===== src/hw/fhc_regs.svh =====
/*
 * Constants for the floppy host command/status port: command codes,
 * register offsets, field indices and timing figures.
 * Assumes a single 200 MHz clock; included by the design modules.
 */
// Behaviour
// [RULE_01] Command bit 6 low puts the inverted status word on the input lines.
// [RULE_02] Status bit 6 always reads as logic 1.
// [RULE_03] Busy is 1 during an operation; Clear, Clear Errors, unload end it.
// [RULE_04] Status bits 2 and 1 carry the selected unit code.
// [RULE_05] Data error on Read or Read CRC sets a sticky error bit.
// [RULE_06] Bit 4 shows unit write protect, bit 5 shows drive not ready.
// [RULE_07] Read finding a deleted data mark sets a sticky bit 7.
// [RULE_08] Clear Error Flags resets the error and deleted-mark bits.
// [RULE_09] Clear aborts any operation, drops busy and pulses done.
// [RULE_10] Completion of an operation pulses the done output.
// [RULE_11] Seek reads ID, steps toward target, rereads until track matches.
// [RULE_12] Seek track zero steps out until track zero, ignoring target.
// [RULE_13] Load Unit/Sector and Load Track latch the data-output byte.
// [RULE_14] Read finds sector, fills read buffer, checks CRC, front at byte 0.
// [RULE_15] Examine shows buffer front; each shift advances one byte.
// [RULE_16] Read CRC checks the sector without touching the read buffer.
// [RULE_17] Host loads 128 write bytes; the write buffer recirculates.
// [RULE_18] Write emits 6 zeros, mark, data, two CRC bytes, one fill byte.
// [RULE_19] Write deleted is Write with the deleted mark instead.
// [RULE_20] Without interrupts the host polls status until busy clears.
// [RULE_21] Host issues seek track zero after power up and restart.
// [RULE_22] Host steps the buffers no faster than 500 kHz.
// [RULE_23] Command, data-output and status lines are all active low.
// [RULE_24] Command is held during strobe; decoded once per strobe.
// [RULE_25] Unknown command codes change nothing.
`ifndef FHC_REGS_SVH
`define FHC_REGS_SVH

`define FHC_CMD_STATUS 8'h00
`define FHC_CMD_READ 8'h03
`define FHC_CMD_WRITE 8'h05
`define FHC_CMD_RDCRC 8'h07
`define FHC_CMD_SEEK 8'h09
`define FHC_CMD_CLRERR 8'h0b
`define FHC_CMD_ZERO 8'h0d
`define FHC_CMD_WRDEL 8'h0f
`define FHC_CMD_LDTRK 8'h11
`define FHC_CMD_LDUS 8'h21
`define FHC_CMD_LDWB 8'h31
`define FHC_CMD_SHIFT 8'h41
`define FHC_CMD_CLEAR 8'h81
`define FHC_CMD_EXAM 8'h40

`define FHC_OFF_CTRL 12'h000
`define FHC_OFF_STAT 12'h004
`define FHC_CTRL_FILL_BIT 0

`define FHC_MARK_DATA 8'hfb
`define FHC_MARK_DEL 8'hf8
`define FHC_WR_MARK_IDX 8'd6
`define FHC_WR_DATA_IDX 8'd7
`define FHC_WR_CRC_IDX 8'd135
`define FHC_WR_LAST 8'd137
`define FHC_RD_LAST 8'd129
`define FHC_ID_TRK_IDX 3'd1
`define FHC_ID_SEC_IDX 3'd3
`define FHC_ID_LAST 3'd4

`define FHC_CRC_INIT 16'hffff
`define FHC_CRC_POLY 16'h1021

`define FHC_CLK_NS 5
`define FHC_BIT_NS 4000
`define FHC_BYTE_NS (8 * `FHC_BIT_NS)
`define FHC_STEP_NS 10000000
`define FHC_DONE_NS 1000

`endif


===== src/hw/fhc_pkg.sv =====
/*
 * Types for the floppy host command/status port.
 * Assumes the constants header supplies all numeric values.
 */
package fhc_pkg;

	typedef enum logic [3:0] {
		st_idle = 4'h0,
		st_sk_id = 4'h1,
		st_step = 4'h2,
		st_z_chk = 4'h3,
		st_rd_id = 4'h4,
		st_rd_mark = 4'h5,
		st_rd_data = 4'h6,
		st_rd_end = 4'h7,
		st_wr_id = 4'h8,
		st_wr_field = 4'h9
	} fhc_state_t;

	// Positive-true status byte, bit 7 first
	typedef struct packed {
		logic status_in_line_seven;
		logic no_status;
		logic status_in_line_five;
		logic write_prot;
		logic status_in_line_three;
		logic unit_code_high;
		logic unit_code_low;
		logic status_in_line_zero;
	} fhc_status_t;

	// Byte stream from the data separator, one byte per valid
	typedef struct packed {
		logic valid;
		logic id_mark;
		logic data_mark;
		logic del_mark;
		logic [7:0] data;
	} fhc_dsk_in_t;

	typedef struct packed {
		logic wr_gate;
		logic valid;
		logic mark;
		logic [7:0] data;
	} fhc_dsk_out_t;

	typedef struct packed {
		logic head_load;
		logic step;
		logic step_out;
		logic [1:0] unit;
	} fhc_drv_ctl_t;

endpackage


===== src/hw/fhc_crc16.sv =====
/*
 * Byte-wide CRC-16 (x^16+x^12+x^5+1) accumulator.
 * Assumes init and feed come from logic on the same clock.
 */
`timescale 1ns/1ps
`include "fhc_regs.svh"

module fhc_crc16 (
	input wire logic pclk,
	input wire logic presetn,
	input wire logic init,
	input wire logic feed,
	input wire logic [7:0] data,
	output logic [15:0] crc
);

	logic [15:0] crc_ff;
	logic [15:0] base;

	function automatic logic [15:0] crc_byte(input logic [15:0] c,
		input logic [7:0] d);
		logic [15:0] r;
		r = c;
		for (int i = 7; i >= 0; i--)
		begin
			if (r[15] ^ d[i])
				r = {r[14:0], 1'b0} ^ `FHC_CRC_POLY;
			else
				r = {r[14:0], 1'b0};
		end
		return r;
	endfunction

	assign base = init ? `FHC_CRC_INIT : crc_ff;

	// Init together with feed starts a fresh field on its first byte
	always_ff @(posedge pclk or negedge presetn)
	begin
		if (!presetn)
			crc_ff <= `FHC_CRC_INIT;
		else if (feed)
			crc_ff <= crc_byte(base, data);
		else if (init)
			crc_ff <= base;
	end

	assign crc = crc_ff;

endmodule // fhc_crc16


===== src/hw/fhc_ctrl.sv =====
/*
 * Floppy controller host port: command decode, status, read and write
 * buffers, seek, read and write sequencing, APB config/status registers.
 * Assumes host pins are asynchronous and the disk byte stream and
 * drive status lines other than those synchronised share pclk.
 */
// Design decisions made here: register access over APB and the placing of the registers.
`timescale 1ns/1ps
`include "fhc_regs.svh"

module fhc_ctrl #(
	parameter int STEP_CYCLES =
		(`FHC_STEP_NS + `FHC_CLK_NS - 1) / `FHC_CLK_NS,
	parameter int BYTE_CYCLES =
		(`FHC_BYTE_NS + `FHC_CLK_NS - 1) / `FHC_CLK_NS
) (
	input wire logic pclk,
	input wire logic presetn,
	input wire logic psel,
	input wire logic penable,
	input wire logic pwrite,
	input wire logic [11:0] paddr,
	input wire logic [31:0] pwdata,
	output logic [31:0] prdata,
	output logic pready,
	output logic pslverr,
	input wire logic cmd_strobe_n,
	input wire logic [7:0] cmd_n,
	input wire logic [7:0] host_data_out_lines_n,
	output logic [7:0] data_in_n,
	output logic done_n,
	input wire logic [3:0] wp_n,
	input wire logic [3:0] drive_ready_n,
	input wire logic track_zero_n,
	input fhc_pkg::fhc_dsk_in_t dsk_in,
	output fhc_pkg::fhc_dsk_out_t dsk_out,
	output fhc_pkg::fhc_drv_ctl_t drv_ctl
);

	localparam int DONE_CYCLES =
		(`FHC_DONE_NS + `FHC_CLK_NS - 1) / `FHC_CLK_NS;
	localparam int SYNC_W = 26;

	logic [SYNC_W-1:0] sync1_ff, sync2_ff;
	logic strobe_s, strobe_prev_ff, trk0_s;
	logic [7:0] cmd_s, dout_s;
	logic [3:0] wp_s, rdy_s;
	logic go;
	logic c_read, c_write, c_rdcrc, c_seek, c_cef, c_zero, c_wrdel;
	logic c_ltrk, c_lus, c_lwb, c_shift, c_clear, c_exam, c_stat;
	logic known, start, abort, drive_fail, id_done, mark_in, byte_tick;
	fhc_pkg::fhc_state_t state_ff;
	fhc_pkg::fhc_status_t stat;
	logic busy_ff, busy_prev_ff, crc_err_ff, del_ff, show_buf_ff;
	logic op_store_ff, op_del_ff, del_seen_ff, dir_ff, ret_zero_ff;
	logic fill_ones_ff;
	logic [1:0] unit_ff;
	logic [4:0] sector_ff;
	logic [7:0] target_ff, id_trk_ff, id_sec_ff, byte_cnt_ff, wr_data;
	logic [2:0] id_cnt_ff;
	logic [6:0] rptr_ff, wptr_ff;
	logic [31:0] tmr_ff, div_ff, done_cnt_ff;
	logic [7:0] rbuf [128];
	logic [7:0] wbuf [128];
	logic crc_init, crc_feed;
	logic [7:0] crc_data;
	logic [15:0] crc;
	logic [31:0] prdata_ff;
	logic pready_ff, pslverr_ff, done_n_ff;
	logic [7:0] data_in_n_ff;
	fhc_pkg::fhc_dsk_out_t dsk_out_ff;
	fhc_pkg::fhc_drv_ctl_t drv_ctl_ff;
	logic apb_setup, apb_hit;

	// Host and drive pins are asynchronous; inactive level on reset
	always_ff @(posedge pclk or negedge presetn)
	begin
		if (!presetn)
		begin
			sync1_ff <= '1;
			sync2_ff <= '1;
		end
		else
		begin
			sync1_ff <= {cmd_strobe_n, cmd_n, host_data_out_lines_n, wp_n,
				drive_ready_n, track_zero_n};
			sync2_ff <= sync1_ff;
		end
	end

	// All synchronised host and drive pins are negative true
	assign {strobe_s, cmd_s, dout_s, wp_s, rdy_s, trk0_s} = ~sync2_ff; // [RULE_23]

	always_ff @(posedge pclk or negedge presetn)
	begin
		if (!presetn)
			strobe_prev_ff <= 1'b0;
		else
			strobe_prev_ff <= strobe_s;
	end

	// Strobe is level; act only on its leading edge
	assign go = strobe_s & ~strobe_prev_ff; // [RULE_24]
	assign c_stat = go && cmd_s == `FHC_CMD_STATUS;
	assign c_read = go && cmd_s == `FHC_CMD_READ;
	assign c_write = go && cmd_s == `FHC_CMD_WRITE;
	assign c_rdcrc = go && cmd_s == `FHC_CMD_RDCRC;
	assign c_seek = go && cmd_s == `FHC_CMD_SEEK;
	assign c_cef = go && cmd_s == `FHC_CMD_CLRERR;
	assign c_zero = go && cmd_s == `FHC_CMD_ZERO;
	assign c_wrdel = go && cmd_s == `FHC_CMD_WRDEL;
	assign c_ltrk = go && cmd_s == `FHC_CMD_LDTRK;
	assign c_lus = go && cmd_s == `FHC_CMD_LDUS;
	assign c_lwb = go && cmd_s == `FHC_CMD_LDWB;
	assign c_shift = go && cmd_s == `FHC_CMD_SHIFT;
	assign c_clear = go && cmd_s == `FHC_CMD_CLEAR;
	assign c_exam = go && cmd_s == `FHC_CMD_EXAM;
	assign known = c_stat | c_read | c_write | c_rdcrc | c_seek | c_cef |
		c_zero | c_wrdel | c_ltrk | c_lus | c_lwb | c_shift | c_clear |
		c_exam; // [RULE_25]

	assign drive_fail = ~rdy_s[unit_ff]; // [RULE_06]
	// Operation commands while busy are dropped, not queued
	assign start = ~busy_ff & (c_read | c_rdcrc | c_write | c_wrdel |
		c_seek | c_zero);
	// A drive going unready unloads the head and ends the operation
	assign abort = c_clear | c_cef | (busy_ff & drive_fail); // [RULE_03] [RULE_09]
	assign mark_in = dsk_in.valid & (dsk_in.data_mark | dsk_in.del_mark);
	assign id_done = dsk_in.valid & ~dsk_in.id_mark &
		(id_cnt_ff == `FHC_ID_LAST);
	assign byte_tick = (div_ff == '0);

	always_ff @(posedge pclk or negedge presetn)
	begin
		if (!presetn)
			div_ff <= '0;
		else if (div_ff == 32'(BYTE_CYCLES - 1))
			div_ff <= '0;
		else
			div_ff <= div_ff + 32'd1;
	end

	// ID field: track, head, sector, length
	always_ff @(posedge pclk or negedge presetn)
	begin
		if (!presetn)
		begin
			id_cnt_ff <= '0;
			id_trk_ff <= '0;
			id_sec_ff <= '0;
		end
		else if (dsk_in.valid)
		begin
			if (dsk_in.id_mark)
				id_cnt_ff <= 3'd1;
			else if (id_cnt_ff != '0)
			begin
				if (id_cnt_ff == `FHC_ID_TRK_IDX)
					id_trk_ff <= dsk_in.data;
				if (id_cnt_ff == `FHC_ID_SEC_IDX)
					id_sec_ff <= dsk_in.data;
				id_cnt_ff <= (id_cnt_ff == `FHC_ID_LAST) ? 3'd0 :
					id_cnt_ff + 3'd1;
			end
		end
	end

	// Address latches; unit in bits 7:6, sector in bits 4:0
	always_ff @(posedge pclk or negedge presetn)
	begin
		if (!presetn)
		begin
			unit_ff <= '0;
			sector_ff <= '0;
			target_ff <= '0;
		end
		else
		begin
			if (c_lus)
			begin
				unit_ff <= dout_s[7:6]; // [RULE_13]
				sector_ff <= dout_s[4:0]; // [RULE_13]
			end
			if (c_ltrk)
				target_ff <= dout_s; // [RULE_13]
		end
	end

	always_ff @(posedge pclk or negedge presetn)
	begin
		if (!presetn)
		begin
			state_ff <= fhc_pkg::st_idle;
			busy_ff <= 1'b0;
			tmr_ff <= '0;
			byte_cnt_ff <= '0;
			dir_ff <= 1'b0;
			ret_zero_ff <= 1'b0;
			op_store_ff <= 1'b0;
			op_del_ff <= 1'b0;
			del_seen_ff <= 1'b0;
		end
		else if (abort)
		begin
			state_ff <= fhc_pkg::st_idle;
			busy_ff <= 1'b0; // [RULE_03] [RULE_09]
		end
		else
		begin
			unique case (state_ff)
				fhc_pkg::st_idle:
					if (start)
					begin
						busy_ff <= 1'b1; // [RULE_03]
						op_store_ff <= c_read;
						op_del_ff <= c_wrdel; // [RULE_19]
						tmr_ff <= '0;
						if (c_seek)
							state_ff <= fhc_pkg::st_sk_id;
						else if (c_zero)
							state_ff <= fhc_pkg::st_z_chk;
						else if (c_read | c_rdcrc)
							state_ff <= fhc_pkg::st_rd_id;
						else
							state_ff <= fhc_pkg::st_wr_id;
					end
				fhc_pkg::st_sk_id:
					if (id_done)
					begin
						if (id_trk_ff == target_ff) // [RULE_11]
						begin
							state_ff <= fhc_pkg::st_idle;
							busy_ff <= 1'b0;
						end
						else
						begin
							dir_ff <= id_trk_ff > target_ff; // [RULE_11]
							ret_zero_ff <= 1'b0;
							state_ff <= fhc_pkg::st_step;
						end
					end
				fhc_pkg::st_z_chk:
					if (trk0_s) // [RULE_12]
					begin
						state_ff <= fhc_pkg::st_idle;
						busy_ff <= 1'b0;
					end
					else
					begin
						dir_ff <= 1'b1; // [RULE_12]
						ret_zero_ff <= 1'b1;
						state_ff <= fhc_pkg::st_step;
					end
				fhc_pkg::st_step:
					if (tmr_ff == 32'(STEP_CYCLES - 1))
					begin
						tmr_ff <= '0;
						state_ff <= ret_zero_ff ? fhc_pkg::st_z_chk :
							fhc_pkg::st_sk_id; // [RULE_11]
					end
					else
						tmr_ff <= tmr_ff + 32'd1;
				fhc_pkg::st_rd_id:
					if (id_done && id_sec_ff == {3'd0, sector_ff}) // [RULE_14]
						state_ff <= fhc_pkg::st_rd_mark;
				fhc_pkg::st_rd_mark:
					if (mark_in)
					begin
						del_seen_ff <= dsk_in.del_mark; // [RULE_07]
						byte_cnt_ff <= '0;
						state_ff <= fhc_pkg::st_rd_data;
					end
				fhc_pkg::st_rd_data:
					if (dsk_in.valid)
					begin
						byte_cnt_ff <= byte_cnt_ff + 8'd1;
						if (byte_cnt_ff == `FHC_RD_LAST)
							state_ff <= fhc_pkg::st_rd_end;
					end
				fhc_pkg::st_rd_end:
				begin
					state_ff <= fhc_pkg::st_idle;
					busy_ff <= 1'b0;
				end
				fhc_pkg::st_wr_id:
					if (id_done && id_sec_ff == {3'd0, sector_ff})
					begin
						byte_cnt_ff <= '0;
						state_ff <= fhc_pkg::st_wr_field;
					end
				fhc_pkg::st_wr_field:
					if (byte_tick)
					begin
						if (byte_cnt_ff == `FHC_WR_LAST) // [RULE_18]
						begin
							state_ff <= fhc_pkg::st_idle;
							busy_ff <= 1'b0;
						end
						else
							byte_cnt_ff <= byte_cnt_ff + 8'd1;
					end
				default:
					state_ff <= fhc_pkg::st_idle;
			endcase
		end
	end

	// Sticky flags; a set in the clearing cycle wins
	always_ff @(posedge pclk or negedge presetn)
	begin
		if (!presetn)
		begin
			crc_err_ff <= 1'b0;
			del_ff <= 1'b0;
		end
		else
		begin
			if (state_ff == fhc_pkg::st_rd_end && crc != 16'h0000)
				crc_err_ff <= 1'b1; // [RULE_05] [RULE_14] [RULE_16]
			else if (c_cef)
				crc_err_ff <= 1'b0; // [RULE_08]
			if (state_ff == fhc_pkg::st_rd_end && op_store_ff && del_seen_ff)
				del_ff <= 1'b1; // [RULE_07]
			else if (c_cef)
				del_ff <= 1'b0; // [RULE_08]
		end
	end

	// Read CRC runs the same path with the store disabled
	always_ff @(posedge pclk)
	begin
		if (state_ff == fhc_pkg::st_rd_data && dsk_in.valid && op_store_ff &&
			!byte_cnt_ff[7])
			rbuf[byte_cnt_ff[6:0]] <= dsk_in.data; // [RULE_14] [RULE_16]
	end

	always_ff @(posedge pclk)
	begin
		if (c_lwb)
			wbuf[wptr_ff] <= dout_s; // [RULE_17]
	end

	always_ff @(posedge pclk or negedge presetn)
	begin
		if (!presetn)
		begin
			rptr_ff <= '0;
			wptr_ff <= '0;
		end
		else
		begin
			if (state_ff == fhc_pkg::st_rd_end && op_store_ff)
				rptr_ff <= '0; // [RULE_14]
			else if (c_shift)
				rptr_ff <= rptr_ff + 7'd1; // [RULE_15]
			// Pointer wraps so a rewrite needs no reload
			if (c_lwb)
				wptr_ff <= wptr_ff + 7'd1; // [RULE_17]
		end
	end

	// Write field byte for the current position
	always_comb
	begin
		if (byte_cnt_ff < `FHC_WR_MARK_IDX)
			wr_data = 8'h00; // [RULE_18]
		else if (byte_cnt_ff == `FHC_WR_MARK_IDX)
			wr_data = op_del_ff ? `FHC_MARK_DEL : `FHC_MARK_DATA; // [RULE_19]
		else if (byte_cnt_ff < `FHC_WR_CRC_IDX)
			wr_data = wbuf[7'(byte_cnt_ff - `FHC_WR_DATA_IDX)]; // [RULE_18]
		else if (byte_cnt_ff == `FHC_WR_CRC_IDX)
			wr_data = crc[15:8];
		else if (byte_cnt_ff == `FHC_WR_CRC_IDX + 8'd1)
			wr_data = crc[7:0];
		else
			wr_data = fill_ones_ff ? 8'hff : 8'h00; // [RULE_18]
	end

	// The mark is part of the checked field on both read and write
	always_comb
	begin
		crc_init = 1'b0;
		crc_feed = 1'b0;
		crc_data = dsk_in.data;
		if (state_ff == fhc_pkg::st_rd_mark)
		begin
			crc_init = 1'b1;
			crc_feed = mark_in;
		end
		else if (state_ff == fhc_pkg::st_rd_data)
			crc_feed = dsk_in.valid;
		else if (state_ff == fhc_pkg::st_wr_field)
		begin
			crc_data = wr_data;
			crc_init = byte_cnt_ff == `FHC_WR_MARK_IDX;
			crc_feed = byte_tick && byte_cnt_ff >= `FHC_WR_MARK_IDX &&
				byte_cnt_ff < `FHC_WR_CRC_IDX;
		end
	end

	fhc_crc16 u_crc (
		.pclk(pclk),
		.presetn(presetn),
		.init(crc_init),
		.feed(crc_feed),
		.data(crc_data),
		.crc(crc)
	);

	always_comb
	begin
		stat = '0;
		stat.status_in_line_zero = busy_ff; // [RULE_03]
		stat.unit_code_low = unit_ff[0]; // [RULE_04]
		stat.unit_code_high = unit_ff[1]; // [RULE_04]
		stat.status_in_line_three = crc_err_ff; // [RULE_05]
		stat.write_prot = wp_s[unit_ff]; // [RULE_06]
		stat.status_in_line_five = drive_fail; // [RULE_06]
		stat.no_status = 1'b1; // [RULE_02]
		stat.status_in_line_seven = del_ff; // [RULE_07]
	end

	always_ff @(posedge pclk or negedge presetn)
	begin
		if (!presetn)
		begin
			show_buf_ff <= 1'b0;
			data_in_n_ff <= '1;
		end
		else
		begin
			if (known)
				show_buf_ff <= cmd_s[6]; // [RULE_01]
			data_in_n_ff <= show_buf_ff ? ~rbuf[rptr_ff] :
				~stat; // [RULE_01] [RULE_15] [RULE_23]
		end
	end

	// Done pulse long enough for an edge-triggered host input
	always_ff @(posedge pclk or negedge presetn)
	begin
		if (!presetn)
		begin
			busy_prev_ff <= 1'b0;
			done_cnt_ff <= '0;
			done_n_ff <= 1'b1;
		end
		else
		begin
			busy_prev_ff <= busy_ff;
			if (c_clear || (busy_prev_ff && !busy_ff)) // [RULE_09] [RULE_10]
				done_cnt_ff <= 32'(DONE_CYCLES);
			else if (done_cnt_ff != '0)
				done_cnt_ff <= done_cnt_ff - 32'd1;
			done_n_ff <= (done_cnt_ff == '0);
		end
	end

	always_ff @(posedge pclk or negedge presetn)
	begin
		if (!presetn)
		begin
			dsk_out_ff <= '0;
			drv_ctl_ff <= '0;
		end
		else
		begin
			dsk_out_ff.wr_gate <= state_ff == fhc_pkg::st_wr_field;
			dsk_out_ff.valid <= state_ff == fhc_pkg::st_wr_field && byte_tick;
			dsk_out_ff.mark <= byte_cnt_ff == `FHC_WR_MARK_IDX;
			dsk_out_ff.data <= wr_data;
			drv_ctl_ff.head_load <= busy_ff;
			drv_ctl_ff.step <= state_ff == fhc_pkg::st_step &&
				tmr_ff == '0; // [RULE_11] [RULE_12]
			drv_ctl_ff.step_out <= dir_ff;
			drv_ctl_ff.unit <= unit_ff;
		end
	end

	// APB: setup cycle registers the answer, access cycle has pready
	assign apb_setup = psel & ~penable;
	assign apb_hit = (paddr == `FHC_OFF_CTRL) || (paddr == `FHC_OFF_STAT);

	always_ff @(posedge pclk or negedge presetn)
	begin
		if (!presetn)
		begin
			pready_ff <= 1'b0;
			pslverr_ff <= 1'b0;
			prdata_ff <= '0;
			fill_ones_ff <= 1'b0;
		end
		else
		begin
			pready_ff <= apb_setup;
			pslverr_ff <= apb_setup & ~apb_hit;
			if (apb_setup && !pwrite && paddr == `FHC_OFF_CTRL)
				prdata_ff <= {31'd0, fill_ones_ff};
			else if (apb_setup && !pwrite && paddr == `FHC_OFF_STAT)
				prdata_ff <= {4'h0, state_ff, id_trk_ff, target_ff, stat};
			else
				prdata_ff <= '0;
			if (psel && penable && pready_ff && pwrite &&
				paddr == `FHC_OFF_CTRL)
				fill_ones_ff <= pwdata[`FHC_CTRL_FILL_BIT];
		end
	end

	assign prdata = prdata_ff;
	assign pready = pready_ff;
	assign pslverr = pslverr_ff;
	assign data_in_n = data_in_n_ff;
	assign done_n = done_n_ff;
	assign dsk_out = dsk_out_ff;
	assign drv_ctl = drv_ctl_ff;

endmodule // fhc_ctrl


===== config.mk =====
export PLATFORM = sky130hd
export DESIGN_NAME = fhc_ctrl
export DESIGN_NICKNAME = d
export VERILOG_FILES = /design/src/hw/fhc_pkg.sv /design/src/hw/fhc_crc16.sv /design/src/hw/fhc_ctrl.sv
export VERILOG_INCLUDE_DIRS = /design/src /design/src/hw
export SDC_FILE = /design/constraint.sdc
export NUM_CORES = 2
export LEC_CHECK = 0
export BUFFER_PORTS_ARGS = -buffer_cell sky130_fd_sc_hd__buf_2
export CORE_MARGIN = 2
export CORE_UTILIZATION = 50
export DETAILED_ROUTE_END_ITERATION = 8
export GPL_TIMING_DRIVEN = 0
export PLACE_DENSITY = 0.65
export SETUP_SLACK_MARGIN = 0.2
export SYNTH_ARGS = -nofsm -noshare
export SYNTH_HDL_FRONTEND = slang
export SYNTH_SLANG_ARGS = --single-unit

===== constraint.sdc =====
create_clock -name pclk -period 10.9 [get_ports pclk]
set_input_delay 0.545 -clock pclk [delete_from_list [all_inputs] [get_ports pclk]]
set_output_delay 0.545 -clock pclk [all_outputs]
set_load 0.01 [all_outputs]

; Word-level counts from Yosys, hierarchy flattened
; Memories as Yosys holds them, arrays and structs flattened.
; Cells that the tools add are included.
[word_totals]
mem_bits_rw = 2048
regBits = 294
mem_count = 2
input_bits = 87
out_inout_bits = 59
[memory_table]
columns = memory, words, width, read_ports, rd_clocked_by_memory_dff, write_ports, line_no
row1 = rbuf, 128, 8, 1, 0, 1, fhc_ctrl.sv:63  ; logic [7:0] rbuf [128];
row2 = wbuf, 128, 8, 1, 0, 1, fhc_ctrl.sv:64  ; logic [7:0] wbuf [128];
[op_classes]
eq_ne = 56
n_bitwise = 55
n_addsub = 8
reduce_logical = 67
n_lt_le_gt_ge = 5
mux = 98
[ops]
columns = operator, n
row1 = two-way mux 16 bit, 10
row2 = two-way mux 32 bit, 5
row3 = two-way mux 8 bit, 15
row4 = two-way mux 13 bit, 8
row5 = logical NOT 32 bit, 3
row6 = adder 32 x 1 -> 32 bit (second input constant), 2
row7 = case mux 32 bit (2 select lines), 1
row8 = two-way mux 28 bit, 2
row9 = two-way mux 4 bit, 14
row10 = equality test 8 bit (second input constant), 5
row11 = != test 3 bit (second input constant), 12
row12 = case mux 4 bit (9 select lines), 1
row13 = logical AND 1 bit, 33
row14 = equality test 32 x 13 -> 1 bit (second input constant), 1
row15 = equality test 32 x 21 -> 1 bit (second input constant), 1
row16 = equality test 8 x 4 -> 1 bit (second input constant), 4
row17 = case mux 8 bit (4 select lines), 1
row18 = nonzero test 32 bit, 1
row19 = subtractor 32 x 1 -> 32 bit (second input constant), 1
row20 = two-way mux 1 bit, 27
row21 = NOT 26 bit, 1
row22 = equality test 8 x 3 -> 1 bit (second input constant), 3
row23 = NOT 3 bit, 8
row24 = bitwise OR 1 bit, 21
row25 = other kinds (50), 109

; Logic depth before layout (Yosys ltp)
[depth]
ltp_word = 33
depth_mapped = 23
ltp_nobuf = 13

; By module
; From an unflattened synthesis, not the netlist that was laid out.
[hier_totals]
cells_unflattened = 4891
hier_area_um2 = 92810.3
[modules_own_cells]
columns = module, instances, cells_each, area_per_inst_um2
row1 = fhc_ctrl, 1, 4773, 91715.5
row2 = fhc_crc16, 1, 118, 1094.8

; Worst setup path before layout
; No wires, ideal clock.
[synth_timing]
kind = flip-flop to flip-flop
start = reg byte_cnt_ff[0]
end = reg u_crc.crc_ff[13], in the netlist u_crc.crc[13]
n_path_buf = 10
t_required_ns = 10.802
synth_period_minus_slack_ns = 4.581
setup_slack_ns = 6.319
arrival_time_ns = 4.482
path_stages_with_launch = 22
setup_ns = 0.098
path_cell_list = dfrtp_1 > buf_4 > buf_6 > buf_6 > buf_8 > buf_4 > inv_2 > ha_1 > buf_2 > buf_2 > buf_4 > buf_2 > buf_2 > mux4_2 > mux2i_1 > o211ai_1 > o32ai_1 > a21oi_1 > xor2_1 > xnor2_1 > nor2_1 > a221oi_1
[synth_via]
elab_chain_cells = 21
elab_cells_between_ends = 46
classes_between = add/sub (1) / order compare (3) / eq/ne (3) / mux (31) / bitwise (4) / reduce/logical (3) / memory (1)
[synth_lines]
columns = element, line_no
row1 = start: declaration, fhc_ctrl.sv:59  ; logic [7:0] target_ff, id_trk_ff, id_sec_ff, byte_cnt_ff, wr_data;
row2 = start signal: assignment, fhc_ctrl.sv:276  ; byte_cnt_ff <= byte_cnt_ff + 8'd1;
row3 = start signal: assignment, fhc_ctrl.sv:300  ; byte_cnt_ff <= byte_cnt_ff + 8'd1;
row4 = "parallel branches: the longest is 21 deep, another holds memory (128 x 8 bit)", n/a
row5 = end signal: assignment, fhc_crc16.sv:40  ; crc_ff <= `FHC_CRC_INIT;
row6 = end signal: assignment, fhc_crc16.sv:42  ; crc_ff <= crc_byte(base, data);
row7 = end signal: assignment, fhc_crc16.sv:44  ; crc_ff <= base;
row8 = end: declaration, fhc_crc16.sv:17  ; logic [15:0] crc_ff;
; Several ways; the timed one is not identified. The select of a mux whose other input is x is not followed.
; A chain may end at the register's enable or synchronous reset.

; Final worst setup path
; Ends and elaborated chain as after synthesis.

==> out/results.ini <==
[outcome]
outcome=complete, but fails checks
violations=max-capacitance violations, max-slew violations

[die]
ioPinCount=146
dieWidth_um=435
initial_core_util=0.502
rows=158
die_h_um=435
dieArea_sq_um=190000
coreArea_sq_um=185000

[synthesis]
synth_cells=4902
ys_warn_count=0
ys_seq_area_frac=0.740
synth_edf_count=2048
ys.flop_type=edfxtp_1
ys_seq_elements=2338
yosysUniqueCellTypes=94
async_flop_share=0.124
syn-cell-area_sq_um=93000
syn_area_per_cell_sq_um=19.0

[route]
drcViolationCount=0
antenna_left=0
routedWlPerCell_um=32.2
firstDrtPassIters=9
drt_iter0_drc=7047
finalWirelength_um=257000
via_count=50300
viasPerCell=6.31

[grt]
grt_util_all_layers=0.271
grt_max_degree=124
grt_pass1_wl_um=366000
grt_antenna_before_repair=2
grt_pass1_vias=49300
grt_remaining_overflow=0

[place]
io_buffers=109
dpl.hpwl_um=168000
finalWeightedCongestion=0.945

[power_and_ir_drop]
p_leak_nw=34.2
ir_worst_vdd_mv=0.179
power.total_mw=21.1
p_per_area_nw_per_um2=200

[min_path]
min_path_type=in2reg
holdPathStages=3

[sta]
finalCriticalPeriod_ns=8.07
max_slew_margin=-0.0333
rsz0062_at_grt=no
fmax_ghz=0.124
skew_ns=0.0600
tns_ns=0
worstMarginPinSlew_ns=1.54
setup_viol=0
post-route-period-util=0.741
hold_viol_final=0
finalMaxSlewViolations=6

[critical_path]
crit_type=reg2reg
arrival_ns=8.85
worstPathMaxFanout=10
worstPathRequired_ns=11.67
worstSetupStartpointType=flip-flop
rr_worst_depth=22
end_kind=flip-flop

[final_layout]
area_delta_synth_final_pct=13.0
nets=5409
layout-drive-gt1-share=0.234
fin_util=0.568

[clocking]
cts_tree=yes
cts_sinks=2338
cts-hold-fix-buffers=38
h-tree-depth=4
root_buffer=clkbuf_16
cts_buffers=226
post_cts_buffers=0
insertion_delay_ns=0.88
cts_resized=0
cts_max_path_buffers=3
clk_pin_slew_ns=0.06

[run]
cap_violations=1

==> state kept, by name (all words and copies together) (netlist names), 7 cells and up <==
name         cells
byte_cnt_ff      8
wptr_ff          7
data_in_n        8
rptr_ff          7
id_trk_ff        8
sync2_ff        26
dsk_out         11
wbuf          1024
done_cnt_ff     32
target_ff        8
u_crc.crc       16
sync1_ff        26
prdata          28
tmr_ff          32
id_sec_ff        8
div_ff          32
rbuf          1024
==> cell families (layout without fill, tap and decap cells) <==
kind of cell    after synthesis  in the layout  share of synthesized area
mux                         660            660                      0.151
simple gates               1131           1131                     0.0547
buf+inv                     309            902                     0.0165
other cells                   1              5                  0.0000403
compound gates              330            330                     0.0239
flops                      2338           2338                      0.740
xor+xnor                    110            110                     0.0109
fa+ha+maj                    23             23                    0.00309
==> placed cells by master, fill, tap and decap left out, types with 17 or more instances in the layout <==
cell type / n
xor2_1: 41
mux2i_1: 45
clkinv_2: 42
edfxtp_1: 2048
mux2_2: 22
or3_1: 19
clkinv_1: 50
a31oi_1: 31
mux4_2: 592
nand2_1: 314
nand3_1: 97
bufinv_16: 20
dlygate4sd3_1: 38
nor2b_1: 29
nor3_1: 37
a21oi_1: 48
o31ai_1: 17
buf_16: 18
nor4_1: 39
buf_6: 21
a32oi_1: 17
dfrtp_1: 213
inv_1: 37
nor2_1: 442
buf_4: 39
and3_1: 53
dfstp_2: 77
ha_1: 23
clkbuf_1: 174
xnor2_1: 63
clkbuf_16: 227
o21ai_0: 98
buf_1: 35
buf_2: 150
nand4_1: 37
==> path summary, 6_finish.rpt <==
kind                                      from             to  slack (ns)
worst max-delay path            byte_cnt_ff[0]  u_crc.crc[13]        2.83
worst min-delay path                dsk_in[11]   id_cnt_ff[2]        0.11
worst max register to register  byte_cnt_ff[0]  u_crc.crc[13]        2.83
worst min register to register     sync1_ff[6]    sync2_ff[6]        0.35
max in group asynchronous              presetn     div_ff[25]        9.50
min in group asynchronous              presetn     wptr_ff[0]        0.25
==> power by group <==
group	total, mW	internal [mW]	switching (mW)	leakage [nW]
clock network	7.85	4.38	3.47	3.61
registers	9.92	9.84	0.0791	22.1
logic	3.30	1.13	2.17	8.48
==> routing by layer <==
metal  up-vias  global-route usage  wire length (um)
li1      20500                   -                 -
met1     26400               0.367             97500
met2      2872               0.428            123000
met3       604              0.0582             24700
met4         2               0.117             12200
met5         -                   0                13
==> critical path, cell delays in order (launching register included) <==
cell	delay, ns
dfrtp_1	0.41
buf_4	0.30
buf_6	0.28
buf_6	0.27
buf_8	0.26
buf_4	0.47
inv_2	0.34
ha_1	0.56
buf_2	0.43
buf_4	0.38
buf_4	0.41
buf_2	0.42
buf_2	0.68
mux4_2	0.37
nand2_1	0.07
nand3_1	0.24
o2111ai_1	0.31
o211a_1	0.39
o31ai_1	0.46
xor2_1	0.14
xnor2_1	0.35
nor2_1	0.09
a221oi_1	0.22
==> Yosys cell counts (48+ instances only) <==
master,n,share of area
o21ai_0,98,0.0053
nand3_1,97,0.0052
edfxtp_1,2048,0.66
dfstp_2,77,0.022
and3_1,53,0.0036
xnor2_1,64,0.0060
mux4_2,592,0.14
dfrtp_1,213,0.057
clkbuf_1,122,0.0049
nand2_1,314,0.013
a21oi_1,48,0.0026
nor2_1,442,0.018
==> metrics by stage <==
| step | hold WS [ns] | std cells | setup WS, ns | area, sq um |
|---|---|---|---|---|
| floorplan | 0.249 | 4905 | 6.32 | 93100 |
| CTS | 0.0285 | 7978 | 2.93 | 105000 |
| detailed placement | 0.347 | 7513 | 2.93 | 97300 |
| global placement | 0.346 | 7494 | 2.54 | 96700 |
| global route | 0.106 | 7979 | 2.64 | 105000 |
| finish | 0.112 | 7979 | 2.83 | 105000 |
==> final cells by class <==
cell class / instances / area, sq um
Antenna cell: 1 / 2.50
Buffer: 262 / 1370
Clock buffer: 289 / 5980
Clock inverter: 138 / 1480
Fill cell: 13900 / 80100
Inverter: 47 / 196
Multi-Input combinational cell: 2258 / 22700
Sequential cell: 2338 / 68900
Tap cell: 2480 / 3100
Timing Repair Buffer: 166 / 1460
Note: power is estimated with default switching activity, not from simulation.
